===== src/design/cecrx_pkg.sv =====
package cecrx_pkg;
   // Clock and bit-timing base; one tick is one step of the line timing.
   // TICK_NS / CLK_NS clocks a tick keep true line time; one clock a tick
   // runs the line that much faster, which keeps test runs short.
   localparam int CLK_NS = 50;
   localparam int TICK_NS = 10000;
   localparam int TICK_CYC = 1;
   localparam logic [7:0] TICK_LAST = 8'(TICK_CYC - 1);
   // Line timing in microseconds and in ticks.
   localparam int START_MIN_US = 3500;
   localparam int START_MAX_US = 3900;
   localparam int SAMPLE_US = 1050;
   localparam int ACK_LOW_US = 1500;
   localparam int TIMEOUT_US = 4700;
   localparam logic [8:0] START_MIN_TK =
      9'((START_MIN_US * 1000 + TICK_NS - 1) / TICK_NS);
   localparam logic [8:0] START_MAX_TK = 9'(START_MAX_US * 1000 / TICK_NS);
   localparam logic [8:0] SAMPLE_TK = 9'(SAMPLE_US * 1000 / TICK_NS);
   localparam logic [8:0] ACK_LOW_TK =
      9'((ACK_LOW_US * 1000 + TICK_NS - 1) / TICK_NS);
   localparam logic [8:0] TIMEOUT_TK = 9'(TIMEOUT_US * 1000 / TICK_NS);
   localparam logic [8:0] TCNT_MAX = 9'h1FF;
   // Register indices; byte address is four times the index.
   localparam logic [7:0] IDX_TX_START = 8'h11;
   localparam logic [7:0] IDX_TX_ERR = 8'h14;
   localparam logic [7:0] IDX_BUF0 = 8'h15;
   localparam logic [7:0] IDX_LEN0 = 8'h25;
   localparam logic [7:0] IDX_CTRL = 8'h27;
   localparam logic [7:0] IDX_ADDR_PAIR = 8'h28;
   localparam logic [7:0] IDX_ADDR_THIRD = 8'h29;
   localparam logic [7:0] IDX_POWER = 8'h2A;
   localparam logic [7:0] IDX_CLEAR = 8'h2C;
   localparam logic [7:0] IDX_STAMPS = 8'h53;
   localparam logic [7:0] IDX_BUF1 = 8'h54;
   localparam logic [7:0] IDX_LEN1 = 8'h64;
   localparam logic [7:0] IDX_BUF2 = 8'h65;
   localparam logic [7:0] IDX_LEN2 = 8'h75;
   localparam logic [7:0] IDX_BUFSEL = 8'h77;
   localparam logic [7:0] IDX_STATUS = 8'h93;
   localparam logic [7:0] IDX_MASK_A = 8'h94;
   localparam logic [7:0] IDX_MASK_B = 8'h95;
   // Field positions.
   localparam int TX_START_BIT = 0;
   localparam int SUPPRESS_BIT = 1;
   localparam int EN_LSB = 4;
   localparam int EN_MSB = 6;
   localparam int CLR_LSB = 1;
   localparam int CLR_MSB = 3;
   localparam int RDY_LSB = 3;
   localparam int RDY_MSB = 5;
   // Reset values.
   localparam logic [7:0] ADDR_PAIR_RST = 8'hFF;
   localparam logic [3:0] ADDR_THIRD_RST = 4'hF;
   // Frame layout.
   localparam logic [4:0] FRAME_BYTES = 5'h10;
   localparam logic [4:0] MIN_STORE_LEN = 5'h02;
   localparam logic [3:0] EOM_BIT = 4'h8;
   localparam logic [3:0] ACK_BIT = 4'h9;
   localparam logic [3:0] LD_MAX = 4'hF;
   localparam logic [1:0] TS_EMPTY = 2'h0;
   localparam logic LINE_IDLE = 1'b1;

   typedef struct packed {
      logic read;
      logic write;
      logic [9:0] address;
      logic [31:0] writedata;
      logic [3:0] byteenable;
   } cecrx_req_t;

   typedef enum logic [1:0] {
      RX_IDLE = 2'b00,
      RX_START = 2'b01,
      RX_WAIT = 2'b11,
      RX_BIT = 2'b10
   } cecrx_state_t;
endpackage : cecrx_pkg


===== src/design/cecrx_follower.sv =====
// What this block does
// - Four-bit low-drive error count, cleared when the host starts sending.
// - Once powered on, the receiver watches the bus for addressed frames.
// - A completed frame raises an interrupt when its mask allows it.
// - A control bit withholds acknowledge of all frames; reset leaves it clear.
// - Up to three logical addresses may be active together.
// - Each address matches only while its own enable bit is set.
// - Enable bits 4, 5, 6 gate addresses 0, 1, 2; any match accepts.
// - Three buffers hold three frames; later frames are not stored until a host clear write.
// - In single-buffer mode one held frame blocks further reception.
// - Buffer select bit: 0 uses buffer 0 only, 1 uses all three.
// - Each buffer has a two-bit arrival order and a ready flag.
// - Order 00 means empty; 01, 10, 11 give first, second, third.
// - Buffer 0 ready status sets on arrival and holds until cleared.
// - Buffer 1 ready status sets on arrival and holds until cleared.
// - Latched status counts only while an interrupt mask enables it.
// - A non-polling frame goes to the lowest free buffer and is ordered.
// - With no free buffer, only the header of a frame is acknowledged.
// - Each buffer reports its frame length, header byte included.
`timescale 1ns/1ps
`default_nettype none
module cecrx_follower
   import cecrx_pkg::*;
(
   input wire logic clk,
   input wire logic rst_b,
   input wire cecrx_req_t av_req,
   output logic [31:0] av_readdata,
   output logic av_waitrequest,
   input wire logic cec_in,
   output logic cec_out,
   output logic cec_oe_b,
   input wire logic tx_low_drive_error,
   output logic tx_start_pulse,
   output logic interrupt_out_a,
   output logic interrupt_out_b
);

   function automatic logic in_win(input logic [7:0] i, input logic [7:0] b);
      return (i >= b) && (i < b + 8'(FRAME_BYTES));
   endfunction : in_win

   function automatic logic [1:0] count3(input logic [2:0] v);
      return 2'(v[0]) + 2'(v[1]) + 2'(v[2]);
   endfunction : count3

   logic wait_q, wr_go;
   logic [7:0] idx, wd, rval;
   logic [31:0] rdata_q;
   logic [7:0] ctrl_q, addr_pair_q;
   logic [3:0] addr3_q, ld_cnt_q;
   logic power_q, triple_q, start_q, int_a_q, int_b_q;
   logic [2:0] mask_a_q, mask_b_q, full_q, full_d, rel, vis;
   logic [2:0][1:0] ts_q, ts_d;
   logic [2:0][4:0] len_q;
   logic [7:0] mem_q [0:2][0:15];
   cecrx_state_t st_q;
   logic [7:0] tick_q, shift_q;
   logic tk_q, line_q, prev_q, fall, rise, sample_now;
   logic [8:0] tcnt_q;
   logic [3:0] bitcnt_q;
   logic [4:0] nbytes_q;
   logic hit_q, slot_ok_q, eom_q, ack_ok_q, oe_b_q, commit_q;
   logic [1:0] slot_q, free_slot, wslot, rs;
   logic free_ok, dest_hit, head_ok, mem_we;
   logic w0, w1, w2;
   logic [7:0] rbase;
   logic [3:0] roff;
   logic [2:0] en;

   // Bus decode.
   assign idx = av_req.address[9:2];
   assign wd = av_req.writedata[7:0];
   assign wr_go = av_req.write & ~wait_q & av_req.byteenable[0];
   assign en = ctrl_q[EN_MSB:EN_LSB];
   assign vis = mask_a_q | mask_b_q;
   assign rel = (wr_go && idx == IDX_CLEAR) ?
      (wd[CLR_MSB:CLR_LSB] & full_q) : 3'h0;

   // Read selection.
   assign w0 = in_win(idx, IDX_BUF0);
   assign w1 = in_win(idx, IDX_BUF1);
   assign w2 = in_win(idx, IDX_BUF2);
   assign rbase = w1 ? IDX_BUF1 : (w2 ? IDX_BUF2 : IDX_BUF0);
   assign rs = w1 ? 2'h1 : (w2 ? 2'h2 : 2'h0);
   assign roff = 4'(idx - rbase);
   assign rval =
      (w0 | w1 | w2) ? mem_q[rs][roff] :
      (idx == IDX_TX_ERR) ? {ld_cnt_q, 4'h0} :
      (idx == IDX_LEN0) ? {3'h0, len_q[0]} :
      (idx == IDX_LEN1) ? {3'h0, len_q[1]} :
      (idx == IDX_LEN2) ? {3'h0, len_q[2]} :
      (idx == IDX_CTRL) ? ctrl_q :
      (idx == IDX_ADDR_PAIR) ? addr_pair_q :
      (idx == IDX_ADDR_THIRD) ? {4'h0, addr3_q} :
      (idx == IDX_POWER) ? {7'h00, power_q} :
      (idx == IDX_STAMPS) ? {2'h0, ts_q[2], ts_q[1], ts_q[0]} :
      (idx == IDX_BUFSEL) ? {7'h00, triple_q} :
      (idx == IDX_STATUS) ? {2'h0, full_q & vis, 3'h0} :
      (idx == IDX_MASK_A) ? {2'h0, mask_a_q, 3'h0} :
      (idx == IDX_MASK_B) ? {2'h0, mask_b_q, 3'h0} : 8'h00;

   // Bus handshake: waitrequest drops one cycle after a request appears.
   always_ff @(posedge clk or negedge rst_b) begin
      if (!rst_b) begin
         wait_q <= 1'b1;
         rdata_q <= 32'h00000000;
      end else begin
         wait_q <= ~((av_req.read | av_req.write) & wait_q);
         if (av_req.read & wait_q) begin
            rdata_q <= {24'h000000, rval};
         end
      end
   end

   // Host-written configuration.
   always_ff @(posedge clk or negedge rst_b) begin
      if (!rst_b) begin
         ctrl_q <= 8'h00;
         addr_pair_q <= ADDR_PAIR_RST;
         addr3_q <= ADDR_THIRD_RST;
         power_q <= 1'b0;
         triple_q <= 1'b0;
         mask_a_q <= 3'h0;
         mask_b_q <= 3'h0;
      end else if (wr_go) begin
         if (idx == IDX_CTRL) begin
            ctrl_q <= {1'b0, wd[EN_MSB:EN_LSB], 2'h0, wd[SUPPRESS_BIT], 1'b0};
         end else if (idx == IDX_ADDR_PAIR) begin
            addr_pair_q <= wd;
         end else if (idx == IDX_ADDR_THIRD) begin
            addr3_q <= wd[3:0];
         end else if (idx == IDX_POWER) begin
            power_q <= wd[0];
         end else if (idx == IDX_BUFSEL) begin
            triple_q <= wd[0];
         end else if (idx == IDX_MASK_A) begin
            mask_a_q <= wd[RDY_MSB:RDY_LSB];
         end else if (idx == IDX_MASK_B) begin
            mask_b_q <= wd[RDY_MSB:RDY_LSB];
         end
      end
   end

   // Low-drive error count and transmit start pulse.
   always_ff @(posedge clk or negedge rst_b) begin
      if (!rst_b) begin
         ld_cnt_q <= 4'h0;
         start_q <= 1'b0;
      end else begin
         start_q <= wr_go && idx == IDX_TX_START && wd[TX_START_BIT];
         if (wr_go && idx == IDX_TX_START && wd[TX_START_BIT]) begin
            ld_cnt_q <= 4'h0;
         end else if (tx_low_drive_error && ld_cnt_q != LD_MAX) begin
            ld_cnt_q <= ld_cnt_q + 4'h1;
         end
      end
   end

   // Buffer occupancy and arrival order.
   always_comb begin
      full_d = full_q & ~rel;
      ts_d = ts_q;
      for (int i = 0; i < 3; i++) begin
         if (rel[i]) begin
            ts_d[i] = TS_EMPTY;
         end else begin
            for (int j = 0; j < 3; j++) begin
               if (rel[j] && full_q[i] && ts_q[j] < ts_q[i]) begin
                  ts_d[i] = ts_d[i] - 2'h1;
               end
            end
         end
      end
      if (commit_q) begin
         ts_d[slot_q] = count3(full_d) + 2'h1;
         full_d[slot_q] = 1'b1;
      end
   end

   always_ff @(posedge clk or negedge rst_b) begin
      if (!rst_b) begin
         full_q <= 3'h0;
         ts_q <= '0;
         len_q <= '0;
         int_a_q <= 1'b0;
         int_b_q <= 1'b0;
      end else begin
         full_q <= full_d;
         ts_q <= ts_d;
         if (commit_q) begin
            len_q[slot_q] <= nbytes_q;
         end
         int_a_q <= |(full_q & mask_a_q);
         int_b_q <= |(full_q & mask_b_q);
      end
   end

   // Slot choice and address match.
   assign free_ok = triple_q ? ~&full_q : ~full_q[0];
   assign free_slot = ~full_q[0] ? 2'h0 : (~full_q[1] ? 2'h1 : 2'h2);
   assign dest_hit = (en[0] && shift_q[3:0] == addr_pair_q[3:0]) |
      (en[1] && shift_q[3:0] == addr_pair_q[7:4]) |
      (en[2] && shift_q[3:0] == addr3_q);
   assign head_ok = dest_hit & ~ctrl_q[SUPPRESS_BIT];
   assign wslot = (nbytes_q == 5'h00) ? free_slot : slot_q;

   // Line sampling and timing ticks.
   assign fall = prev_q & ~line_q;
   assign rise = ~prev_q & line_q;
   assign sample_now = (st_q == RX_BIT) && tk_q && tcnt_q == SAMPLE_TK;
   assign mem_we = sample_now && bitcnt_q == EOM_BIT &&
      nbytes_q < FRAME_BYTES &&
      ((nbytes_q == 5'h00) ? (head_ok & free_ok) : (hit_q & slot_ok_q));

   always_ff @(posedge clk or negedge rst_b) begin
      if (!rst_b) begin
         tick_q <= 8'h00;
         tk_q <= 1'b0;
         line_q <= LINE_IDLE;
         prev_q <= LINE_IDLE;
         tcnt_q <= 9'h000;
      end else begin
         tk_q <= tick_q == TICK_LAST;
         tick_q <= (tick_q == TICK_LAST) ? 8'h00 : tick_q + 8'h01;
         line_q <= cec_in;
         prev_q <= line_q;
         if (fall) begin
            tcnt_q <= 9'h000;
         end else if (tk_q && tcnt_q != TCNT_MAX) begin
            tcnt_q <= tcnt_q + 9'h001;
         end
      end
   end

   always_ff @(posedge clk) begin
      if (mem_we) begin
         mem_q[wslot][nbytes_q[3:0]] <= shift_q;
      end
   end

   // Receive sequencer.
   always_ff @(posedge clk or negedge rst_b) begin
      if (!rst_b) begin
         st_q <= RX_IDLE;
         shift_q <= 8'h00;
         bitcnt_q <= 4'h0;
         nbytes_q <= 5'h00;
         hit_q <= 1'b0;
         slot_q <= 2'h0;
         slot_ok_q <= 1'b0;
         eom_q <= 1'b0;
         ack_ok_q <= 1'b0;
         oe_b_q <= 1'b1;
         commit_q <= 1'b0;
      end else begin
         commit_q <= 1'b0;
         if (tk_q && tcnt_q == ACK_LOW_TK) begin
            oe_b_q <= 1'b1;
         end
         case (st_q)
            RX_IDLE: begin
               if (fall && power_q) begin
                  st_q <= RX_START;
               end
            end
            RX_START: begin
               if (rise) begin
                  if (tcnt_q >= START_MIN_TK && tcnt_q <= START_MAX_TK) begin
                     st_q <= RX_WAIT;
                     bitcnt_q <= 4'h0;
                     nbytes_q <= 5'h00;
                     hit_q <= 1'b0;
                     slot_ok_q <= 1'b0;
                  end else begin
                     st_q <= RX_IDLE;
                  end
               end else if (tcnt_q > START_MAX_TK) begin
                  st_q <= RX_IDLE;
               end
            end
            RX_WAIT: begin
               if (fall) begin
                  st_q <= RX_BIT;
                  if (bitcnt_q == ACK_BIT && ack_ok_q &&
                     !ctrl_q[SUPPRESS_BIT] && en != 3'h0) begin
                     oe_b_q <= 1'b0;
                  end
               end else if (tcnt_q >= TIMEOUT_TK) begin
                  st_q <= RX_IDLE;
               end
            end
            RX_BIT: begin
               if (sample_now) begin
                  st_q <= RX_WAIT;
                  if (bitcnt_q < EOM_BIT) begin
                     shift_q <= {shift_q[6:0], line_q};
                     bitcnt_q <= bitcnt_q + 4'h1;
                  end else if (bitcnt_q == EOM_BIT) begin
                     eom_q <= line_q;
                     bitcnt_q <= ACK_BIT;
                     if (nbytes_q != FRAME_BYTES) begin
                        nbytes_q <= nbytes_q + 5'h01;
                     end
                     if (nbytes_q == 5'h00) begin
                        hit_q <= head_ok;
                        slot_q <= free_slot;
                        slot_ok_q <= free_ok;
                        ack_ok_q <= head_ok;
                     end else begin
                        ack_ok_q <= hit_q & slot_ok_q &
                           (nbytes_q < FRAME_BYTES);
                     end
                  end else if (eom_q) begin
                     st_q <= RX_IDLE;
                     commit_q <= hit_q & slot_ok_q &
                        (nbytes_q >= MIN_STORE_LEN);
                  end else begin
                     bitcnt_q <= 4'h0;
                  end
               end
            end
            default: begin
               st_q <= RX_IDLE;
            end
         endcase
      end
   end

   always_ff @(posedge clk or negedge rst_b) begin
      if (!rst_b) begin
         cec_out <= 1'b0;
      end else begin
         cec_out <= 1'b0;
      end
   end

   assign av_readdata = rdata_q;
   assign av_waitrequest = wait_q;
   assign cec_oe_b = oe_b_q;
   assign tx_start_pulse = start_q;
   assign interrupt_out_a = int_a_q;
   assign interrupt_out_b = int_b_q;
endmodule : cecrx_follower
`default_nettype wire


===== config.mk =====
export PLATFORM = sky130hd
export DESIGN_NAME = cecrx_follower
export DESIGN_NICKNAME = d
export VERILOG_FILES = /design/src/design/cecrx_pkg.sv /design/src/design/cecrx_follower.sv
export SDC_FILE = /design/constraint.sdc
export NUM_CORES = 1
export LEC_CHECK = 0
export ABC_CLOCK_PERIOD_IN_PS = 7500
export BUFFER_PORTS_ARGS = -buffer_cell sky130_fd_sc_hd__buf_2
export CORE_UTILIZATION = 65
export CTS_CLUSTER_SIZE = 10
export DETAILED_ROUTE_END_ITERATION = 8
export PLACE_DENSITY_LB_ADDON = 0.08
export RECOVER_POWER = 100
export SYNTH_ARGS = -nofsm -noshare
export SYNTH_HDL_FRONTEND = slang
export SYNTH_SLANG_ARGS = --single-unit

===== constraint.sdc =====
create_clock -name clk -period 7.5 [get_ports clk]
set_input_delay 1.5 -clock clk [delete_from_list [all_inputs] [get_ports clk]]
set_output_delay 1.5 -clock clk [all_outputs]
set_load 0.05 [all_outputs]

# Yosys cells after proc, flatten, opt, wreduce, memory -nomap -nowiden
# Memories as Yosys holds them, arrays and structs flattened.
# Cells that the tools add are included.
[totals]
regBits = 111
ram_bits = 384
inputBits = 52
output_inout_bits = 38
word_cells = 337
n_memories = 1
[memory_table]
columns = ["memory", "depth", "width", "read_ports", "rd_ports_with_merged_regs", "write_ports", "line", "rtl"]
rows = [
  ["mem_q", 3, 128, 1, 0, 1, "cecrx_follower.sv:56", "logic [7:0] mem_q [0:2][0:15];"],
]
[classes]
n_addsub = 18
magnitude_cmp = 27
eq_ne = 39
mux = 110
bitwise_logic = 39
n_reduce_logical = 67
[ops]
columns = ["cell", "n"]
rows = [
  ["$mux W128", 1],
  ["$mux W8", 11],
  ["$mux W2", 34],
  ["$eq A8 B6 Y1 const B", 6],
  ["$mux W6", 8],
  ["$logic_and A1 B1 Y1", 42],
  ["$mux W4", 9],
  ["$mux W5", 7],
  ["$bmux W8 S4", 1],
  ["$demux W8 S4", 1],
  ["$eq A8 B7 Y1 const B", 4],
  ["$eq A8 B8 Y1 const B", 3],
  ["$mux W1", 24],
  ["$reduce_and A7 Y1", 3],
  ["$ge A9 B9 Y1 const B", 2],
  ["$lt A2 B2 Y1", 9],
  ["$mux W9", 2],
  ["$sub A2 B1 Y2 const B", 9],
  ["$eq A8 B5 Y1 const B", 2],
  ["$ge A8 B7 Y1 const B", 2],
  ["$lt A8 B7 Y1 const B", 2],
  ["$and A3 B3 Y3", 5],
  ["$bwmux W15", 1],
  ["$not A1 Y1", 13],
  ["59 further kinds", 99],
]

# Logic depth before layout (Yosys ltp)
# Gate-level depths: netlist (run 1).
[depth]
word_depth = 17
mapped_depth = 19
mapped_depth_nobuf = 13

# Least setup slack after synthesis (run 1)
# Ideal clock, no wire load.
[synth_timing]
path_kind = "input-to-reg"
startpoint = "in av_req[41] (netlist name)"
endpoint = "reg rdata_q[1] (netlist: av_readdata[1])"
setup_time_ns = 0.126
arrival_ns = 5.185
required_ns = 7.374
path_slack_ns = 2.189
path_stages = 16
n_path_buf = 7
cell_sequence = "nor2_2 -> mux2i_1 -> nor2_1 -> inv_2 -> buf_4 -> buf_4 -> buf_2 -> ha_1 -> buf_4 -> buf_2 -> buf_2 -> clkbuf_1 -> mux4_2 -> a22oi_1 -> nand3_1 -> a221o_1"
[synth_between]
elab_chain_len = 14
elab_cells_between_ends = 45
cone_classes = "add/sub: 1; order compare: 6; eq/ne: 12; mux: 19; bitwise: 3; reduce/logical: 3; memory: 1"
[synth_rtl]
columns = ["element", "line", "rtl"]
rows = [
  ["start, declared", "cecrx_follower.sv:27", "input wire cecrx_req_t av_req,"],
  ["branches (longest 13 deep; another with $ge A8 B7 Y1)", "-", ""],
  ["$mux W8 (*)", "cecrx_follower.sv:88", "(w0 | w1 | w2) ? mem_q[rs][roff] :"],
  ["end signal, assigned", "cecrx_follower.sv:111", "rdata_q <= {24'h000000, rval};"],
  ["end, declared", "cecrx_follower.sv:49", "logic [31:0] rdata_q;"],
]
# Every way passes the cells marked *. The select of a mux whose other input is x is not followed.
# A chain may end at the register's enable or synchronous reset.

# Worst setup path after layout (run 1)
[layout_timing]
startpoint = "in av_req[42] (netlist name)"
endpoint = "reg rdata_q[7] (netlist: av_readdata[7])"
[layout_between]
elab_chain_len = 9
elab_cells_between_ends = 33
cone_classes = "add/sub: 1; order compare: 6; eq/ne: 6; mux: 13; bitwise: 3; reduce/logical: 3; memory: 1"
[layout_rtl]
columns = ["element", "line", "rtl"]
rows = [
  ["$ge A8 B7 Y1 / $lt A8 B7 Y1 (equally long branches)", "cecrx_follower.sv:40", "return (i >= b) && (i < b + 8'(FRAME_BYTES));"],
  ["$logic_and A1 B1 Y1", "cecrx_follower.sv:40", ""],
  ["$mux W4 / $mux W2 (equally long branches)", "cecrx_follower.sv:84, cecrx_follower.sv:85", ""],
  ["$sub A4 B4 Y4 / $mux W2 (equally long branches)", "cecrx_follower.sv:86, cecrx_follower.sv:85", ""],
  ["$not A4 Y5 (not written as such) / $mem_v2 Z3 W128 (equally long branches)", "-", ""],
  ["$bmux W8 S4", "cecrx_follower.sv:88", ""],
  ["$mux W8 (not written as such) (2 in series)", "cecrx_follower.sv:88", ""],
  ["$mux W8 (*)", "cecrx_follower.sv:88", ""],
]
# Every way passes the cells marked *; elsewhere a longest branch is shown, timed or not. The select of a mux whose other input is x is not followed.

==> impl_metrics.csv, run 1 <==
group,metric,value,unit
sta,fin_crit_sh,0.818,
yosys,yosysSeqAreaShare,0.662,
sta,finalMaxSlewViolations,535,
global_routing,antenna_found_initial,0,
clock_network,clkLatencyLatePin,0.59,ns
critical_path,critPathLaunchType,"input port",
yosys,syn_inst,1468,
placed_design,portBuffers,35,
sta,final-hold-violation-count,0,
power_and_ir_drop,total_power,5.89,mW
sta,tns,0,ns
floorplan,dieWidth,184,um
layout,multi_input_area,6800,um^2
floorplan,start_util,0.664,
yosys,synth_compound_area_frac,0.0684,
drt,vias_per_cell,6.65,
sta,rsz0062_at_grt,"no",
floorplan,core_area,32600,um^2
clock_network,hold_buffers,0,
yosys,synthArstFlopShare,0.224,
critical_path,endpoint_kind,"flop",
yosys,synth_top_family_by_area,"multiplexers",
critical_path,critical_path.top_delay_family,"buffers and inverters",
yosys,yosys-top-cells-area,"edfxtp_1, dfrtp_1, mux4_2",
yosys,synth_top_area_cell,"edfxtp_1",
floorplan,dieArea,34000,um^2
power_and_ir_drop,pwr_density_cell,247,nW/um^2
clock_network,post_cts_buffers,0,
yosys,syn_area_per_cell,14.7,um^2
global_routing,grt_pass1_wl,80.7,mm
critical_path,cpMostUsedCell,"buf_4",
sta,min_period,6.14,ns
sta,whs,0.417,ns
yosys,synthAdderAreaFrac,0.0153,
drt,drtPass1Iterations,6,
yosys,synth.mux.area_fraction,0.109,
flow_run,cap_violations,11,
layout,diodes,0,
layout,ff_latch_area,14300,um^2
clock_network,clkTransAtPathRegs,0.06,ns
sta,worstMarginPinSlew,4.03,ns
clock_network,clk_path_buf_depth,3,
power_and_ir_drop,switchingPower,1.38,mW
clock_network,htreeDepth,2,
clock_network,cts_tree,"yes",
hold_path,hold_depth,0,
sta,finClkSkew,0.0201,ns
power_and_ir_drop,ir_drop,0.000179,V
placed_design,dpl.hpwl,35.2,mm
clock_network,cts-resized-gates,0,
layout,final_nets,1605,
global_routing,grt_start_max_net_pins,72,
power_and_ir_drop,leakagePower,7.60,nW
floorplan,die_height,184,um
global_routing,grt_pass1_vias,13200,
yosys,synthXorXnorAreaFrac,0.0178,
critical_path,crit_chain,"clkbuf_1, and2b_1, mux2i_1, nor2_1, buf_4, clkinvlp_2, buf_4, clkbuf_2, mux4_2, mux2_2, a22oi_1, a311oi_1",
yosys,synth-seq-cells,495,
critical_path,required,7.95,ns
power_and_ir_drop,p_sw_frac,0.234,
yosys,yosys_warnings,0,
power_and_ir_drop,internal_power,4.51,mW
power_and_ir_drop,power_frac_clock,0.416,
clock_network,cts_sinks,495,
yosys,synth_top_area_share,0.533,
critical_path,crit_path_max_fanout,50,
drt,vias,13400,
layout,instances_no_fill,2018,
sta,setup_viol,0,
placed_design,gp_congestion,0.988,
placed_design,pre_cts_ws,1.57,ns
status,status,"complete, but fails checks",
floorplan,num_rows,66,
yosys,synth.distinct_cells,88,
clock_network,cts_buffers,55,
critical_path,crit_arrival,6.59,ns
hold_path,hold_class,"flop to flop",
critical_path,crit_type,"input port to flop",
global_routing,grt_remaining_overflow,0,
floorplan,ios,90,
critical_path,ff2ff_setup_slack,2.07,ns
clock_network,root_buffer,"clkbuf_16",
yosys,synth_most_common_cell,"edfxtp_1",
power_and_ir_drop,seqPwrFrac,0.512,
status,violations,"capacitance limit, slew limit",
yosys,syn_area,21600,um^2
drt,initialDrtViolationCount,1632,
sta,setup_ws,1.36,ns
critical_path,crit_cells,12,
power_and_ir_drop,p_comb_frac,0.072,
sta,max_freq,0.163,GHz
critical_path,max_stage_delay,1.25,ns
yosys,synth_simple_gate_area_frac,0.0989,
layout,syn2layout_area_growth,10.1,%
critical_path,slowest_stage,"clkbuf_2",
drt,routedWlPerCell,26.7,um
drt,postRouteAntennaNets,0,
layout,drive_gt1_frac,0.166,
yosys,synth_edf_count,384,
yosys,synth-main-ff-cell,"edfxtp_1",
critical_path,reg2reg_depth,7,
layout,num-fill-cells,2093,
drt,drc,0,
yosys,yosys-top-cells-count,"edfxtp_1, nand2_1, nor2_1",
global_routing,grt_use_total,0.329,
placed_design,placedCellCount,1914,
drt,finalWirelength,53.9,mm
critical_path,crit_buf_inv,5,
sta,relSlewSlack,-1.69,
## kinds of logic after synthesis
group / Yosys count
adder cells (fa/ha/maj): 27
XOR/XNOR: 44
other: 1
AND/OR/NAND/NOR: 434
multiplexers: 134
buffers and inverters: 127
flip-flops: 495
AO/OA/AOI/OAI: 206
## metrics by stage
step,utilization,area (um^2)
3_5_place_dp,0.683,22300
3_3_place_gp,0.683,22300
2_1_floorplan,-,21700
4_1_cts,0.733,23900
5_1_grt,0.731,23800
6_report,0.731,23800
## flip-flops by register name, summed over array words and instances, names as in the netlist, 4 cells and up
register and cells:
ctrl_q 4, tcnt_q 9, ts_q 6, ld_cnt_q 4, bitcnt_q 4, addr3_q 4, av_readdata 8, len_q 15
shift_q 8, nbytes_q 5, addr_pair_q 8, mem_q 384, tick_q 8
## layout by cell type, fill, tap and decap left out, types with 11 or more instances in the layout
cell	instances
a211oi_1	16
a21oi_1	26
a221oi_1	11
a22oi_1	11
a31oi_1	11
and3_1	19
buf_2	19
buf_4	26
clkbuf_1	71
clkbuf_16	57
conb_1	25
dfrtp_1	95
dfstp_2	14
edfxtp_1	384
ha_1	22
inv_1	35
mux2_2	43
mux2i_1	14
mux4_2	77
nand2_1	131
nand2b_1	11
nand3_1	42
nand4_1	16
nor2_1	111
nor2b_1	15
nor3_1	17
nor4_1	11
o21ai_0	42
xnor2_1	24
xor2_1	18
## power by group through the flow
stage | logic, mW | registers [mW] | clock network [mW]
after floorplan | 0.267 | 3.07 | 0
after global placement | 0.414 | 3.06 | 0
after detailed placement | 0.421 | 3.06 | 0
after CTS | 0.422 | 3.01 | 2.47
after global routing | 0.453 | 3.01 | 2.57
final | 0.426 | 3.01 | 2.45
## metal layers
metal  vias to the layer above  track usage  share of wire
li1                       5747            -              -
met1                      6781        0.477           0.40
met2                       765        0.493           0.45
met3                       132       0.0725           0.11
met4                         0        0.128          0.038
met5                         -            0              0
## path summary, 6_finish.rpt
check / startpoint / end
max: av_req[42] / av_readdata[7]
min: line_q / prev_q
max reg2reg: shift_q[0] / mem_q[0][94]
min in group asynchronous: rst_b / mask_b_q[1]
max in group asynchronous: rst_b / av_readdata[0]
min reg2reg: line_q / prev_q
## area by class of cell
cell class              instances  area share
clock inverters                 1    0.000840
repair buffers                 71      0.0163
flip-flops and latches        495       0.601
well taps                     442      0.0232
inverters                      36     0.00572
multi-input cells             870       0.285
clock buffers                 103      0.0671
Power figures use the tool's default switching activity.
==> inputs of run 2 (changes only) <==
ABC_CLOCK_PERIOD_IN_PS = 5800   (was 7500)
CORE_UTILIZATION = 62   (was 65)
clock period = 5.8 ns   (was 7.5 ns; I/O delays follow)
==> impl_metrics.csv, run 2 (synthesis results as in run 1) <==
group,metric,value,unit
status,status,"complete, but fails checks",
status,violations,"capacitance limit, slew limit",
clock_network,clkLatencyLatePin,0.62,ns
layout,final_util,0.690,
clock_network,cts_sinks,495,
critical_path,reg2reg_depth,7,
hold_path,min_to,"prev_q",
layout,drive_gt1_frac,0.163,
global_routing,grt_start_max_net_pins,76,
critical_path,slowest_stage,"ha_2",
critical_path,crit_type,"input port to flop",
sta,min_period,5.06,ns
floorplan,start_util,0.628,
sta,worstMarginPinSlew,3.70,ns
critical_path,crit_buf_inv,3,
sta,max_freq,0.197,GHz
sta,fin_crit_sh,0.873,
placed_design,portBuffers,35,
critical_path,r2r_start,"nbytes_q[2]",
critical_path,reg2reg_to,"mem_q[0][105]",
drt,postRouteAntennaNets,0,
floorplan,die_height,189,um
clock_network,clk_path_buf_depth,3,
critical_path,critPathLaunchType,"input port",
power_and_ir_drop,ir_drop,0.000298,V
power_and_ir_drop,pwr_density_cell,320,nW/um^2
layout,syn2layout_area_growth,9.77,%
layout,layout_commonest_cell,"edfxtp_1",
critical_path,endpoint_kind,"flop",
sta,tns,0,ns
drt,drc,0,
sta,final-hold-violation-count,0,
clock_network,clkTransAtPathRegs,0.06,ns
floorplan,num_rows,68,
layout,diodes,0,
clock_network,post_cts_buffers,0,
global_routing,grt_pass1_vias,12900,
floorplan,core_area,34500,um^2
critical_path,required,6.29,ns
sta,finalMaxSlewViolations,464,
global_routing,antenna_found_initial,0,
sta,finClkSkew,0.0177,ns
flow_run,cap_violations,10,
critical_path,ff2ff_setup_slack,1.31,ns
drt,initialDrtViolationCount,1478,
power_and_ir_drop,leakagePower,7.57,nW
global_routing,grt_remaining_overflow,0,
clock_network,root_buffer,"clkbuf_16",
clock_network,htreeDepth,2,
placed_design,dpl.hpwl,35.6,mm
hold_path,hold_start,"line_q",
hold_path,hold_class,"flop to flop",
critical_path,crit_arrival,5.56,ns
global_routing,grt_use_total,0.308,
clock_network,hold_buffers,0,
clock_network,cts-resized-gates,0,
clock_network,cts_tree,"yes",
critical_path,critical_path.top_delay_family,"simple AND/OR/NAND/NOR gates",
critical_path,max_stage_delay,0.81,ns
clock_network,cts_buffers,56,
floorplan,ios,90,
drt,drtPass1Iterations,6,
global_routing,grt_pass1_wl,80.8,mm
sta,rsz0062_at_grt,"no",
sta,setup_viol,0,
critical_path,crit_path_max_fanout,31,
drt,finalWirelength,53.3,mm
layout,final_nets,1597,
hold_path,hold_depth,0,
drt,vias,13300,
critical_path,crit_chain,"clkbuf_1, and2b_1, mux2i_1, nor2_1, clkinvlp_2, ha_2, inv_1, nand2_1, o22ai_1, or4_1, a41o_1",
floorplan,dieWidth,189,um
layout,largest_reg_flops,384,
drt,vias_per_cell,6.60,
drt,routedWlPerCell,26.5,um
floorplan,dieArea,35700,um^2
placed_design,gp_congestion,0.976,
layout,layout_common_cells,"edfxtp_1, nand2_1, nor2_1",
sta,relSlewSlack,-1.47,
-- run 2: cell count changes in the layout (fill, tap and decap cells not counted), sizes merged --
cell    delta
clkbuf    -14
clkinv     +4
buf       -10
-- run 2: report_power, final --
part	switching, mW	internal (mW)	total, mW	leakage (nW)
combinational	0.376	0.163	0.539	2.73
clock	1.36	1.81	3.17	0.771
sequential	0.0652	3.83	3.89	4.07
total	1.80	5.80	7.60	7.57
-- run 2: worst max path at each step --
stage               start        endpoint  slack [ns]  cells past startpoint
2_1_floorplan  av_req[41]  av_readdata[1]        0.83                     16
3_3_place_gp   av_req[41]  av_readdata[1]        0.78                     12
3_5_place_dp   av_req[41]  av_readdata[1]        0.73                     12
4_1_cts        av_req[41]  av_readdata[1]        1.34                     12
5_1_grt             rst_b       tick_q[1]        0.65                      2
6_report       av_req[42]  av_readdata[6]        0.74                     11
-- run 2: cell type report --
type | count | area [um^2]
clock buffers | 88 | 1540
clock inverters | 5 | 73.8
fillers | 2370 | 10700
inverters | 36 | 136
multi-input cells | 870 | 6770
flip-flops and latches | 495 | 14300
well taps | 455 | 569
repair buffers | 62 | 343
-- run 2: metal layers --
layer  vias to the layer above  wire, um  track usage
met2                       689     24100        0.452
met3                       112      4980       0.0643
met1                      6750     22600        0.465
met5                         -         0            0
met4                         0      1700        0.101
li1                       5724         -            -
-- run 2: through the flow --
stage	hold WS [ns]	std cells	area (um^2)	worst slack, ns	power (mW)
floorplan	0.366	1492	21700	0.829	4.32
global route	0.442	2011	23800	0.647	7.81
CTS	0.394	2011	23900	1.34	7.63
finish	0.424	2011	23800	0.736	7.60
global placement	0.384	1918	22300	0.782	4.48
detailed placement	0.386	1918	22300	0.727	4.49
==> inputs of run 3 (changes only) <==
ABC_CLOCK_PERIOD_IN_PS = 6000   (was 5800)
CORE_UTILIZATION = 65   (was 62)
GPL_ROUTABILITY_DRIVEN = 1   (was unset)
clock period = 6 ns   (was 5.8 ns; I/O delays follow)
==> impl_metrics.csv, run 3 (synthesis results as in run 1) <==
group,metric,value,unit
status,status,"complete, but fails checks",
status,violations,"capacitance limit, slew limit",
sta,worstMarginPinSlew,3.95,ns
sta,fin_crit_sh,0.829,
sta,tns,0,ns
critical_path,crit_type,"input port to flop",
drt,drtPass1Iterations,7,
floorplan,dieWidth,184,um
drt,drc,0,
flow_run,cap_violations,10,
clock_network,cts_buffers,55,
global_routing,grt_pass1_wl,82.5,mm
power_and_ir_drop,p_sw_frac,0.235,
clock_network,cts-resized-gates,0,
critical_path,max_stage_delay,0.84,ns
sta,whs,0.423,ns
clock_network,post_cts_buffers,0,
power_and_ir_drop,pwr_density_cell,307,nW/um^2
drt,initialDrtViolationCount,1691,
critical_path,critical_path.top_delay_family,"simple AND/OR/NAND/NOR gates",
drt,finalWirelength,54.9,mm
layout,design_area,23800,um^2
placed_design,dpl.hpwl,36.0,mm
power_and_ir_drop,leakagePower,7.58,nW
floorplan,core_area,32600,um^2
sta,final-hold-violation-count,0,
power_and_ir_drop,internal_power,5.59,mW
floorplan,num_rows,66,
floorplan,start_util,0.664,
hold_path,hold_class,"flop to flop",
sta,max_freq,0.201,GHz
critical_path,crit_chain,"clkbuf_1, nor2b_1, mux2i_1, clkbuf_1, nor2_1, inv_4, ha_4, ha_1, inv_1, nor2_1, nand2_1, o221ai_1, a211o_1, o221ai_1",
global_routing,grt_use_total,0.336,
power_and_ir_drop,seqPwrFrac,0.515,
critical_path,crit_buf_inv,4,
clock_network,clkTransAtPathRegs,0.06,ns
clock_network,clk_path_buf_depth,3,
sta,finClkSkew,0.0163,ns
layout,drive_gt1_frac,0.166,
critical_path,required,6.45,ns
critical_path,slowest_stage,"ha_1",
global_routing,grt_pass1_vias,13300,
critical_path,critPathLaunchType,"input port",
sta,finalMaxSlewViolations,473,
clock_network,clkLatencyLatePin,0.59,ns
sta,min_period,4.97,ns
critical_path,crit_path_max_fanout,15,
layout,largest_reg_flops,384,
drt,routedWlPerCell,27.4,um
clock_network,cts_tree,"yes",
global_routing,grt_remaining_overflow,0,
placed_design,gp_congestion,1.00,
drt,vias,13600,
clock_network,root_buffer,"clkbuf_16",
drt,vias_per_cell,6.75,
sta,relSlewSlack,-1.64,
floorplan,die_height,184,um
clock_network,htreeDepth,2,
critical_path,endpoint_kind,"flop",
placed_design,portBuffers,35,
global_routing,grt_start_max_net_pins,72,
power_and_ir_drop,switchingPower,1.72,mW
placed_design,placed_area,22300,um^2
sta,setup_viol,0,
floorplan,ios,90,
layout,final_nets,1607,
global_routing,antenna_found_initial,1,
clock_network,cts_sinks,495,
layout,syn2layout_area_growth,9.88,%
sta,rsz0062_at_grt,"no",
layout,layout_common_cells,"edfxtp_1, nand2_1, nor2_1",
drt,postRouteAntennaNets,0,
critical_path,crit_arrival,5.42,ns
floorplan,dieArea,34000,um^2
layout,layout_commonest_cell,"edfxtp_1",
power_and_ir_drop,power_frac_clock,0.412,
power_and_ir_drop,ir_drop,0.000262,V
power_and_ir_drop,p_comb_frac,0.074,
clock_network,hold_buffers,0,
-- run 3: cell types whose count changed in the layout (fill, tap and decap cells not counted), moves of 2 or more --
| cell | change |
|---|---|
| clkbuf_1 | +4 |
| buf_12 | -2 |
| ha_2 | -2 |
| clkinv_1 | -2 |
| buf_4 | +12 |
| diode_2 | +2 |
-- run 3: routing by layer --
metal  vias to the layer above  share of wire  global-route usage
li1                       5729              -                   -
met1                      6792           0.40               0.491
met2                       869           0.46               0.510
met3                       160           0.11              0.0654
met4                         0          0.036               0.114
met5                         -              0                   0
-- run 3: power by group through the flow --
stage / sequential (mW) / combinational [mW] / clock (mW)
6_report: 3.76 / 0.537 / 3.01
2_1_floorplan: 3.84 / 0.334 / 0
5_1_grt: 3.77 / 0.573 / 3.14
3_5_place_dp: 3.83 / 0.529 / 0
4_1_cts: 3.76 / 0.532 / 3.03
3_3_place_gp: 3.83 / 0.519 / 0
-- run 3: final timing paths --
kind                            start        endpoint  slack (ns)  depth (start not counted)
min                            line_q          prev_q        0.42                          0
min reg2reg                    line_q          prev_q        0.42                          0
max in group asynchronous       rst_b       tick_q[0]        1.79                          1
max                        av_req[42]  av_readdata[0]        1.03                         14
max reg2reg                shift_q[2]    mem_q[0][94]        1.47                          6
min in group asynchronous       rst_b       ctrl_q[5]        2.00                          1
-- run 3: cell type report --
class	count	area [um^2]
antenna	2	5.00
tap	442	553
inverter	36	138
fill	2089	8830
clock buffer	89	1540
clock inverter	1	30.0
multi-input combinational	870	6800
timing repair buffer	73	395
sequential	495	14300
-- run 3: per-stage QoR --
stage          power [mW]  worst slack (ns)   util  std cells
2_1_floorplan        4.18             0.989      -       1492
4_1_cts              7.32              1.78  0.732       2006
6_report             7.31              1.03  0.729       2008
3_5_place_dp         4.36              1.16  0.684       1916
3_3_place_gp         4.35              1.21  0.684       1916
5_1_grt              7.48             0.890  0.729       2006
